File: src/hdl/ufu_pkg.sv
package ufu_pkg;
    // Serial timing
    localparam int SYS_CLK_HZ = 100000000;
    localparam int BAUD_BPS = 115200;
    localparam int BIT_CYCLES = SYS_CLK_HZ / BAUD_BPS;
    localparam int HALF_CYCLES = BIT_CYCLES / 2;
    localparam int DATA_BITS = 8;
    // Packet fields
    localparam logic [7:0] START_CODE = 8'h01;
    localparam logic [15:0] LEN_SHORT = 16'h0002;
    localparam logic [15:0] LEN_WRITE = 16'h0102;
    localparam logic [7:0] CMD_START = 8'h02;
    localparam logic [7:0] CMD_WRITE = 8'h03;
    localparam logic [7:0] CMD_END = 8'h04;
    localparam logic [8:0] PAYLOAD_BYTES = 9'h100;
    localparam logic [7:0] ACK_BYTE = 8'h01;
    // Flash layout
    localparam logic [19:0] WRITE_BASE = 20'h01000;
    localparam logic [19:0] WRITE_STEP = 20'h00100;
    localparam int BLOCK_SHIFT = 10;
    localparam logic [5:0] SHIELD_FIRST = 6'h00;
    localparam logic [5:0] SHIELD_LAST = 6'h3F;
    // Flash sequencer operations
    typedef enum logic [2:0] {
        UFU_OP_INIT = 3'h0,
        UFU_OP_SHIELD = 3'h1,
        UFU_OP_BLANK = 3'h2,
        UFU_OP_ERASE = 3'h3,
        UFU_OP_WRITE = 3'h4,
        UFU_OP_VERIFY = 3'h5,
        UFU_OP_BOOTINV = 3'h6,
        UFU_OP_NONE = 3'h7
    } ufu_op_t;
endpackage

File: src/hdl/ufu_flash_update_cmd.sv
// Notes on behaviour
// - Eight data bits, LSB first, no parity.
// - Link runs at 115200 bits per second.
// - Start packet: 01, 0002, 02, checksum.
// - Write packet: 01, 0102, 03, 256 bytes.
// - End packet: 01, 0002, 04, checksum.
// - Checksum is sum of command and payload.
// - Acknowledge 0x01 after good start, write.
// - Failure: no ack, error shown, sticky.
// - End command never gets a reply.
// - Start lights indicator, then initialises flash.
// - Shield window forced to blocks 0..63.
// - Write address set to 0x1000 before ack.
// - New block: blank check, erase if needed.
// - Write 256 bytes, advance address by 256.
// - Verify full block, or partial at end.
// - End: verify, invert boot flag, reset.
// - Indicator off before forced reset.
// - Inverted boot flag swaps clusters next reset.
// - Any flash operation failure is sticky error.
// - Idle halted until a character arrives.
`timescale 1ns/10ps
`default_nettype none
module ufu_flash_update_cmd #(
    // Clocks per serial bit; a bench may shorten it to save run time
    parameter int BIT_TICKS = ufu_pkg::BIT_CYCLES
) (
    input wire logic sys_clk,
    input wire logic rstn,
    input wire logic rxd,
    output logic txd,
    output logic flash_access_led_pin,
    output logic error_flag,
    output logic halt_req,
    output logic force_reset,
    output logic boot_swap_pending,
    output logic fl_req,
    output ufu_pkg::ufu_op_t fl_op,
    output logic [19:0] fl_addr,
    output logic [5:0] fl_block,
    output logic [5:0] fl_shield_first,
    output logic [5:0] fl_shield_last,
    output logic [7:0] fl_wdata,
    output logic [7:0] fl_windex,
    input wire logic fl_done,
    input wire logic fl_fail,
    input wire logic fl_blank,
    input wire logic [5:0] fl_shield_first_rd,
    input wire logic [5:0] fl_shield_last_rd,
    input wire logic boot_flag_rd
);
// ==========================================================
// Receiver
localparam int HALF_TICKS = BIT_TICKS / 2;
logic rx_s1_ff, rx_s2_ff;
logic [15:0] rx_cnt_ff;
logic [3:0] rx_bit_ff;
logic rx_busy_ff;
logic [7:0] rx_sh_ff;
logic rx_vld_ff;
logic [7:0] rx_byte_ff;
// Two stages: the pin is asynchronous to sys_clk
always_ff @(posedge sys_clk or negedge rstn) begin
    if (!rstn) begin
        rx_s1_ff <= 1'b1;
        rx_s2_ff <= 1'b1;
    end else begin
        rx_s1_ff <= rxd;
        rx_s2_ff <= rx_s1_ff;
    end
end
always_ff @(posedge sys_clk or negedge rstn) begin
    if (!rstn) begin
        rx_busy_ff <= 1'b0;
        rx_cnt_ff <= 16'h0000;
        rx_bit_ff <= 4'h0;
        rx_sh_ff <= 8'h00;
        rx_vld_ff <= 1'b0;
        rx_byte_ff <= 8'h00;
    end else begin
        rx_vld_ff <= 1'b0;
        if (!rx_busy_ff) begin
            if (!rx_s2_ff) begin
                rx_busy_ff <= 1'b1;
                rx_cnt_ff <= 16'(HALF_TICKS);
                rx_bit_ff <= 4'h0;
            end
        end else if (rx_cnt_ff != 16'h0000) begin
            rx_cnt_ff <= rx_cnt_ff - 16'h0001;
        end else begin
            rx_cnt_ff <= 16'(BIT_TICKS - 1);
            rx_bit_ff <= rx_bit_ff + 4'h1;
            if (rx_bit_ff == 4'h0) begin
                if (rx_s2_ff) begin
                    rx_busy_ff <= 1'b0; // False start
                end
            end else if (rx_bit_ff <= 4'(ufu_pkg::DATA_BITS)) begin
                rx_sh_ff <= {rx_s2_ff, rx_sh_ff[7:1]};
            end else begin
                // Stop bit, no parity slot
                rx_busy_ff <= 1'b0;
                rx_vld_ff <= rx_s2_ff;
                rx_byte_ff <= rx_sh_ff;
            end
        end
    end
end
// ==========================================================
// Transmitter
logic tx_go;
logic tx_busy_ff;
logic [15:0] tx_cnt_ff;
logic [3:0] tx_bit_ff;
logic [9:0] tx_sh_ff;
always_ff @(posedge sys_clk or negedge rstn) begin
    if (!rstn) begin
        tx_busy_ff <= 1'b0;
        tx_cnt_ff <= 16'h0000;
        tx_bit_ff <= 4'h0;
        tx_sh_ff <= 10'h3FF;
    end else if (tx_go) begin
        tx_busy_ff <= 1'b1;
        tx_cnt_ff <= 16'(BIT_TICKS - 1);
        tx_bit_ff <= 4'h0;
        tx_sh_ff <= {1'b1, ufu_pkg::ACK_BYTE, 1'b0};
    end else if (tx_busy_ff) begin
        if (tx_cnt_ff != 16'h0000) begin
            tx_cnt_ff <= tx_cnt_ff - 16'h0001;
        end else begin
            tx_cnt_ff <= 16'(BIT_TICKS - 1);
            tx_sh_ff <= {1'b1, tx_sh_ff[9:1]};
            tx_bit_ff <= tx_bit_ff + 4'h1;
            if (tx_bit_ff == 4'h9) begin
                tx_busy_ff <= 1'b0;
            end
        end
    end
end
assign txd = tx_sh_ff[0];
// ==========================================================
// Packet parser and flash sequence
typedef enum logic [4:0] {
    ST_IDLE = 5'h00,
    ST_LENH = 5'h01,
    ST_LENL = 5'h03,
    ST_CMD = 5'h02,
    ST_DATA = 5'h06,
    ST_SUM = 5'h07,
    ST_EXEC = 5'h05,
    ST_OP = 5'h04,
    ST_WAIT = 5'h0C,
    ST_NEXT = 5'h0D,
    ST_ACK = 5'h0F,
    ST_RESET = 5'h0E,
    ST_ERR = 5'h0A
} ufu_state_t;
ufu_state_t st_ff;
ufu_pkg::ufu_op_t op_ff;
logic [15:0] len_ff;
logic [7:0] cmd_ff;
logic [7:0] sum_ff;
logic [8:0] idx_ff;
logic [7:0] buf_mem [256];
logic [19:0] addr_ff;
logic blk_open_ff;
logic err_ff, led_ff, rst_ff, req_ff;
logic len_ok, is_fail;
assign len_ok = (len_ff == ufu_pkg::LEN_SHORT && cmd_ff != ufu_pkg::CMD_WRITE)
    || (len_ff == ufu_pkg::LEN_WRITE && cmd_ff == ufu_pkg::CMD_WRITE);
assign is_fail = fl_done && fl_fail;
assign tx_go = (st_ff == ST_ACK) && !tx_busy_ff;
// Payload held until its checksum proves it; 256 entries
always_ff @(posedge sys_clk) begin
    if (st_ff == ST_DATA && rx_vld_ff) begin
        buf_mem[idx_ff[7:0]] <= rx_byte_ff;
    end
end
always_ff @(posedge sys_clk or negedge rstn) begin
    if (!rstn) begin
        st_ff <= ST_IDLE;
        op_ff <= ufu_pkg::UFU_OP_NONE;
        len_ff <= 16'h0000;
        cmd_ff <= 8'h00;
        sum_ff <= 8'h00;
        idx_ff <= 9'h000;
        addr_ff <= 20'h00000;
        blk_open_ff <= 1'b0;
        err_ff <= 1'b0;
        led_ff <= 1'b1;
        rst_ff <= 1'b0;
        req_ff <= 1'b0;
    end else begin
        req_ff <= 1'b0;
        case (st_ff)
        ST_IDLE: begin
            if (rx_vld_ff) begin
                if (rx_byte_ff == ufu_pkg::START_CODE) begin
                    st_ff <= ST_LENH;
                end else begin
                    st_ff <= ST_ERR;
                end
            end
        end
        ST_LENH: begin
            if (rx_vld_ff) begin
                len_ff <= {rx_byte_ff, 8'h00};
                st_ff <= ST_LENL;
            end
        end
        ST_LENL: begin
            if (rx_vld_ff) begin
                len_ff <= {len_ff[15:8], rx_byte_ff};
                st_ff <= ST_CMD;
            end
        end
        ST_CMD: begin
            if (rx_vld_ff) begin
                cmd_ff <= rx_byte_ff;
                sum_ff <= rx_byte_ff;
                idx_ff <= 9'h000;
                if (rx_byte_ff == ufu_pkg::CMD_WRITE) begin
                    st_ff <= ST_DATA;
                end else begin
                    st_ff <= ST_SUM;
                end
            end
        end
        ST_DATA: begin
            if (rx_vld_ff) begin
                sum_ff <= sum_ff + rx_byte_ff;
                idx_ff <= idx_ff + 9'h001;
                if (idx_ff == ufu_pkg::PAYLOAD_BYTES - 9'h001) begin
                    st_ff <= ST_SUM;
                end
            end
        end
        ST_SUM: begin
            if (rx_vld_ff) begin
                idx_ff <= 9'h000;
                if (rx_byte_ff != sum_ff || !len_ok) begin
                    st_ff <= ST_ERR;
                end else if (cmd_ff == ufu_pkg::CMD_START) begin
                    led_ff <= 1'b0;
                    op_ff <= ufu_pkg::UFU_OP_INIT;
                    st_ff <= ST_OP;
                end else if (cmd_ff == ufu_pkg::CMD_WRITE
                        || cmd_ff == ufu_pkg::CMD_END) begin
                    st_ff <= ST_EXEC;
                end else begin
                    st_ff <= ST_ERR;
                end
            end
        end
        ST_EXEC: begin
            if (cmd_ff == ufu_pkg::CMD_END) begin
                op_ff <= blk_open_ff ? ufu_pkg::UFU_OP_VERIFY
                    : ufu_pkg::UFU_OP_BOOTINV;
            end else if (!blk_open_ff) begin
                op_ff <= ufu_pkg::UFU_OP_BLANK;
            end else begin
                op_ff <= ufu_pkg::UFU_OP_WRITE;
            end
            st_ff <= ST_OP;
        end
        ST_OP: begin
            req_ff <= 1'b1;
            st_ff <= ST_WAIT;
        end
        ST_WAIT: begin
            // Write op streams the buffer, one byte a cycle
            if (op_ff == ufu_pkg::UFU_OP_WRITE && idx_ff != 9'h0FF) begin
                idx_ff <= idx_ff + 9'h001;
            end
            if (is_fail) begin
                st_ff <= ST_ERR;
            end else if (fl_done) begin
                st_ff <= ST_NEXT;
            end
        end
        ST_NEXT: begin
            st_ff <= ST_OP;
            case (op_ff)
            ufu_pkg::UFU_OP_INIT: begin
                if (fl_shield_first_rd != ufu_pkg::SHIELD_FIRST
                        || fl_shield_last_rd != ufu_pkg::SHIELD_LAST) begin
                    op_ff <= ufu_pkg::UFU_OP_SHIELD;
                end else begin
                    addr_ff <= ufu_pkg::WRITE_BASE;
                    blk_open_ff <= 1'b0;
                    st_ff <= ST_ACK;
                end
            end
            ufu_pkg::UFU_OP_SHIELD: begin
                addr_ff <= ufu_pkg::WRITE_BASE;
                blk_open_ff <= 1'b0;
                st_ff <= ST_ACK;
            end
            ufu_pkg::UFU_OP_BLANK: begin
                blk_open_ff <= 1'b1;
                op_ff <= fl_blank ? ufu_pkg::UFU_OP_WRITE
                    : ufu_pkg::UFU_OP_ERASE;
            end
            ufu_pkg::UFU_OP_ERASE: begin
                op_ff <= ufu_pkg::UFU_OP_WRITE;
            end
            ufu_pkg::UFU_OP_WRITE: begin
                addr_ff <= addr_ff + ufu_pkg::WRITE_STEP;
                if (addr_ff[9:8] == 2'h3) begin
                    op_ff <= ufu_pkg::UFU_OP_VERIFY;
                end else begin
                    st_ff <= ST_ACK;
                end
            end
            ufu_pkg::UFU_OP_VERIFY: begin
                blk_open_ff <= 1'b0;
                if (cmd_ff == ufu_pkg::CMD_END) begin
                    op_ff <= ufu_pkg::UFU_OP_BOOTINV;
                end else begin
                    st_ff <= ST_ACK;
                end
            end
            default: begin
                led_ff <= 1'b1;
                st_ff <= ST_RESET;
            end
            endcase
        end
        ST_ACK: begin
            if (tx_go) begin
                st_ff <= ST_IDLE;
            end
        end
        ST_RESET: begin
            rst_ff <= 1'b1;
        end
        default: begin
            err_ff <= 1'b1;
        end
        endcase
    end
end
// Verify address uses the block just finished
logic [19:0] op_addr;
assign op_addr = (op_ff == ufu_pkg::UFU_OP_VERIFY && cmd_ff != ufu_pkg::CMD_END)
    ? addr_ff - ufu_pkg::WRITE_STEP : addr_ff;
always_ff @(posedge sys_clk or negedge rstn) begin
    if (!rstn) begin
        fl_windex <= 8'h00;
        fl_wdata <= 8'h00;
    end else begin
        fl_windex <= idx_ff[7:0];
        fl_wdata <= buf_mem[idx_ff[7:0]];
    end
end
assign fl_req = req_ff;
assign fl_op = op_ff;
assign fl_addr = op_addr;
assign fl_block = op_addr[ufu_pkg::BLOCK_SHIFT +: 6];
assign fl_shield_first = ufu_pkg::SHIELD_FIRST;
assign fl_shield_last = ufu_pkg::SHIELD_LAST;
assign flash_access_led_pin = led_ff;
assign error_flag = err_ff;
assign force_reset = rst_ff;
assign halt_req = (st_ff == ST_IDLE) && !rx_busy_ff;
// Boot flag value after inversion is applied by the sequencer
assign boot_swap_pending = !boot_flag_rd;
// ==========================================================
// Checks
a_ack_after_good: assert property (@(posedge sys_clk) disable iff (!rstn)
    tx_go |-> !err_ff && cmd_ff != ufu_pkg::CMD_END)
    else $error("reply sent for end or in error");
a_err_sticky: assert property (@(posedge sys_clk) disable iff (!rstn)
    err_ff |=> err_ff && !tx_go)
    else $error("error state left");
a_fail_to_err: assert property (@(posedge sys_clk) disable iff (!rstn)
    (st_ff == ST_WAIT && is_fail) |=> ##1 err_ff)
    else $error("flash failure not flagged");
a_led_before_reset: assert property (@(posedge sys_clk) disable iff (!rstn)
    $rose(rst_ff) |-> flash_access_led_pin)
    else $error("reset with indicator on");
a_addr_step: assert property (@(posedge sys_clk) disable iff (!rstn)
    (st_ff == ST_NEXT && op_ff == ufu_pkg::UFU_OP_WRITE)
    |=> addr_ff == $past(addr_ff) + ufu_pkg::WRITE_STEP)
    else $error("address not advanced by 256");
a_init_base: assert property (@(posedge sys_clk) disable iff (!rstn)
    (st_ff == ST_ACK && cmd_ff == ufu_pkg::CMD_START)
    |-> addr_ff == ufu_pkg::WRITE_BASE)
    else $error("write base wrong at start ack");
a_bad_code: assert property (@(posedge sys_clk) disable iff (!rstn)
    (st_ff == ST_IDLE && rx_vld_ff && rx_byte_ff != ufu_pkg::START_CODE)
    |=> ##1 err_ff)
    else $error("bad start code accepted");
a_led_on_start: assert property (@(posedge sys_clk) disable iff (!rstn)
    (fl_req && fl_op == ufu_pkg::UFU_OP_INIT) |-> !flash_access_led_pin)
    else $error("init without indicator");
c_ack_sent: cover property (@(posedge sys_clk) disable iff (!rstn) tx_go);
c_erase: cover property (@(posedge sys_clk) disable iff (!rstn)
    fl_req && fl_op == ufu_pkg::UFU_OP_ERASE);
c_reset: cover property (@(posedge sys_clk) disable iff (!rstn) $rose(rst_ff));
c_error: cover property (@(posedge sys_clk) disable iff (!rstn) $rose(err_ff));
endmodule
`default_nettype wire

File: config.mk
export PLATFORM = sky130hd
export DESIGN_NAME = ufu_flash_update_cmd
export DESIGN_NICKNAME = d
export VERILOG_FILES = /design/src/hdl/ufu_pkg.sv /design/src/hdl/ufu_flash_update_cmd.sv
export SDC_FILE = /design/constraint.sdc
export NUM_CORES = 2
export LEC_CHECK = 0
export BUFFER_PORTS_ARGS = -buffer_cell sky130_fd_sc_hd__buf_2
export CAP_MARGIN = 10
export CORE_UTILIZATION = 40
export CTS_CLUSTER_DIAMETER = 150
export CTS_CLUSTER_SIZE = 25
export DETAILED_ROUTE_END_ITERATION = 8
export SYNTH_ARGS = -nofsm -noshare
export SYNTH_HDL_FRONTEND = slang
export SYNTH_SLANG_ARGS = --single-unit
export TNS_END_PERCENT = 5
File: constraint.sdc
create_clock -name sys_clk -period 16.7 [get_ports sys_clk]
set_input_delay 1.67 -clock sys_clk [delete_from_list [all_inputs] [get_ports sys_clk]]
set_output_delay 1.67 -clock sys_clk [all_outputs]
set_load 0.02 [all_outputs]
==> out/results.tsv <==
metric	value	unit
root buf cell	clkbuf_16	
TritonCTS clock tree	yes	
initial antenna violation count	8	
Setup TNS	0	ns
most used flip-flop cell after synthesis	edfxtp_1	
DRC Markers	2	
PwrDens	117	nW/µm²
WP data required	17.37	ns
Worst Max-Slew Pin Slew	1.22	ns
Layout area overhead	7.20	%
clock skew	0.0463	ns
clk sinks	2199	
RePlAce Congestion	0.846	
Reg area	65300	µm²
P_leak	23.1	nW
Synth Register Bits	2199	
DRT antenna net count	0	
Seq/Total Area, Yosys	0.753	
Compound-Gate Fraction of Synth Area	0.0259	
first-pass GRT wire length	307000	µm
reg2reg start	idx_ff[0]	
footprint of the multi-input gates	20100	µm²
Worst R2R Path Depth	10	
hold_buf cts	0	
post-cts sizing count	0	
Synth cell types	69	
filler cell count	18300	
Worst Path Arrival	6.33	ns
fraction of power consumed by the clock network	0.257	
vias per inst	5.83	
row cnt	170	
Port Buffer Count	62	
Ys Warns	0	
RSZ-0062 raised after global routing	no	
area share of the largest cell type after synthesis	0.709	
status	finished, violations left	
Tcrit/Tclk final	0.339	
CTS Buffer Depth	3	
violated checks	DRC	
R2R setup slack	11.05	ns
CTS buffer count	97	
MaxCap Viol Count	0	
top-count cell post-synth	edfxtp_1	
synth top area cells	edfxtp_1 (71%), mux4_2 (15%), dfrtp_1 (3.9%)	
total gr overflow	0	
power share of the combinational group	0.183	
worst skew pair latency	0.79	ns
Nets	4320	
Initial Util	0.403	
H-tree levels	3	
vias in the first global route	41600	
WHS Path Cells	0	
GRT Util Overall	0.195	
Worst-path clk slew	0.11	ns
xor/xnor share of the synthesized area	0.00313	
Mapped Cells	4287	
1st-iter DRT viols	4718	
Mean Syn Cell Area	20.2	µm²
wire length per cell	29.7	µm
vias post-DR	41900	
Pint	0.00784	W
RR Endpoint	fl_wdata[5]	
Max Clk Rate	177	MHz
Chip Height	468	µm
Synth Area in Simple Gates	0.0379	
Core Util, Final	0.432	
routed wire length	214000	µm
Slew Limit Headroom	0.182	
Final Hold Vio Count	0	
Hold EP	rx_s2_ff	
final setup violation count	0	
Post-synth EDFFs	2048	
Peak VDD IR	0.000133	V
area of the die	219000	µm²
kind of critical path	reg2reg	
post-CTS setup buffer count	0	
Mapped Area	86700	µm²
post-synthesis async set-or-reset flop share	0.0687	
switching power	0.00303	W
dpl hpwl	129000	µm
CP Max Fanout	45	
first-pass detailed-route iteration total	8	
worst min-delay path category	reg2reg	
largest net degree at the start of global routing	217	
Slew Viols, Final	0	
mux contribution to synthesized area	0.160	
Post-synth top cells	edfxtp_1 (2,048), mux4_2 (581), nor2_1 (344)	
CP Launch Type	register	
Non-Filler Instances	7187	
Synth Area in Adders	0.00341	
placed cells	7017	
Flop pwr share	0.561	
nature of the critical path endpoint	register	
chip width	468	µm
main combinational cell family by area after synthesis	multiplexers	
Net Sw Frac	0.279	
worst hold start	rx_s1_ff	
layout cells sized above 1	0.211	
crit path time final	5.65	ns
area of the core	215000	µm²
I/O pin cnt	83	
Yosys top cell by area	edfxtp_1	
logic make-up (layout without fill, tap and decap cells):
logic type | count (synthesis) | in the layout
flops | 2199 | 2199
simple gates | 742 | 742
mux | 653 | 653
compound gates | 336 | 336
buf+inv | 301 | 343
xor+xnor | 31 | 31
fa+ha+maj | 23 | 23
other cells | 2 | 22
sequential cells by signal (all words and copies together), names as in the netlist, 8 cells and up:
name        cells
fl_windex       8
rx_cnt_ff      16
rx_sh_ff        8
len_ff         16
sum_ff          8
addr_ff        12
tx_cnt_ff      16
idx_ff          9
tx_sh_ff        9
rx_byte_ff      8
fl_wdata        8
buf_mem      2048
cmd_ff          8
power groups by stage:
stage / combinational (W) / clock (W) / sequential [W]
after floorplan: 0.00148 / 0 / 0.00615
after global placement: 0.00203 / 0 / 0.00622
after detailed placement: 0.00203 / 0 / 0.00622
after CTS: 0.00203 / 0.00284 / 0.00609
after global routing: 0.00211 / 0.00300 / 0.00610
final: 0.00198 / 0.00279 / 0.00609
final cells by class:
type / instances / share of cell area
diodes: 2 / 0.0000539
clock buffers: 163 / 0.0290
well taps: 2838 / 0.0382
flip-flops and latches: 2199 / 0.703
multi-input cells: 1805 / 0.217
clock inverters: 5 / 0.000862
repair buffers: 145 / 0.0109
inverters: 30 / 0.00129
critical path: stages, from the launching register on:
cell	delay (ns)
dfrtp_4	0.77
buf_4	0.68
buf_4	0.81
buf_4	0.78
mux4_2	0.60
a22o_1	0.24
a221oi_1	0.23
o22ai_1	0.16
nor3_1	0.57
o22ai_1	0.20
or3_1	0.41
through the flow:
stage / total power, W / cell area, µm² / hold WS [ns] / setup slack [ns]
after floorplan: 0.00763 / 86800 / 0.345 / 11.29
after global placement: 0.00825 / 90100 / 0.346 / 10.80
after detailed placement: 0.00825 / 90100 / 0.354 / 10.81
after CTS: 0.0110 / 92900 / 0.370 / 10.81
after global routing: 0.0112 / 92900 / 0.375 / 10.54
final: 0.0109 / 92900 / 0.368 / 11.05
worst max-delay path by stage:
stage,cells after the start,end,from
2_1_floorplan,8,sum_ff[7],rx_byte_ff[1]
5_1_grt,10,fl_wdata[5],idx_ff[0]
3_3_place_gp,10,fl_wdata[5],idx_ff[0]
6_report,10,fl_wdata[5],idx_ff[0]
4_1_cts,10,fl_wdata[5],idx_ff[0]
3_5_place_dp,10,fl_wdata[5],idx_ff[0]
metal layers:
layer  GRT usage  vias to the layer above  part of all wire
met3      0.0323                      269             0.072
met4      0.0652                        0             0.034
li1            -                    17400                 -
met5           0                        -                 0
met1       0.274                    22600              0.42
met2       0.310                     1588              0.48
cells in the final DEF, fill, tap and decap left out, types with 28 or more instances in the layout:
cell type,netlist,routed
clkbuf_16,0,98
a22o_1,28,28
mux4_2,581,581
mux2i_1,42,42
a21oi_1,54,54
nand2_1,159,159
o21ai_0,84,84
edfxtp_1,2048,2048
buf_2,48,61
nor2_1,344,341
buf_4,41,77
clkbuf_1,139,65
mux2_2,30,30
dfrtp_1,136,124
a22oi_1,44,44
nor3_1,45,45
nand3_1,68,52
Power figures use the tool's default switching activity.
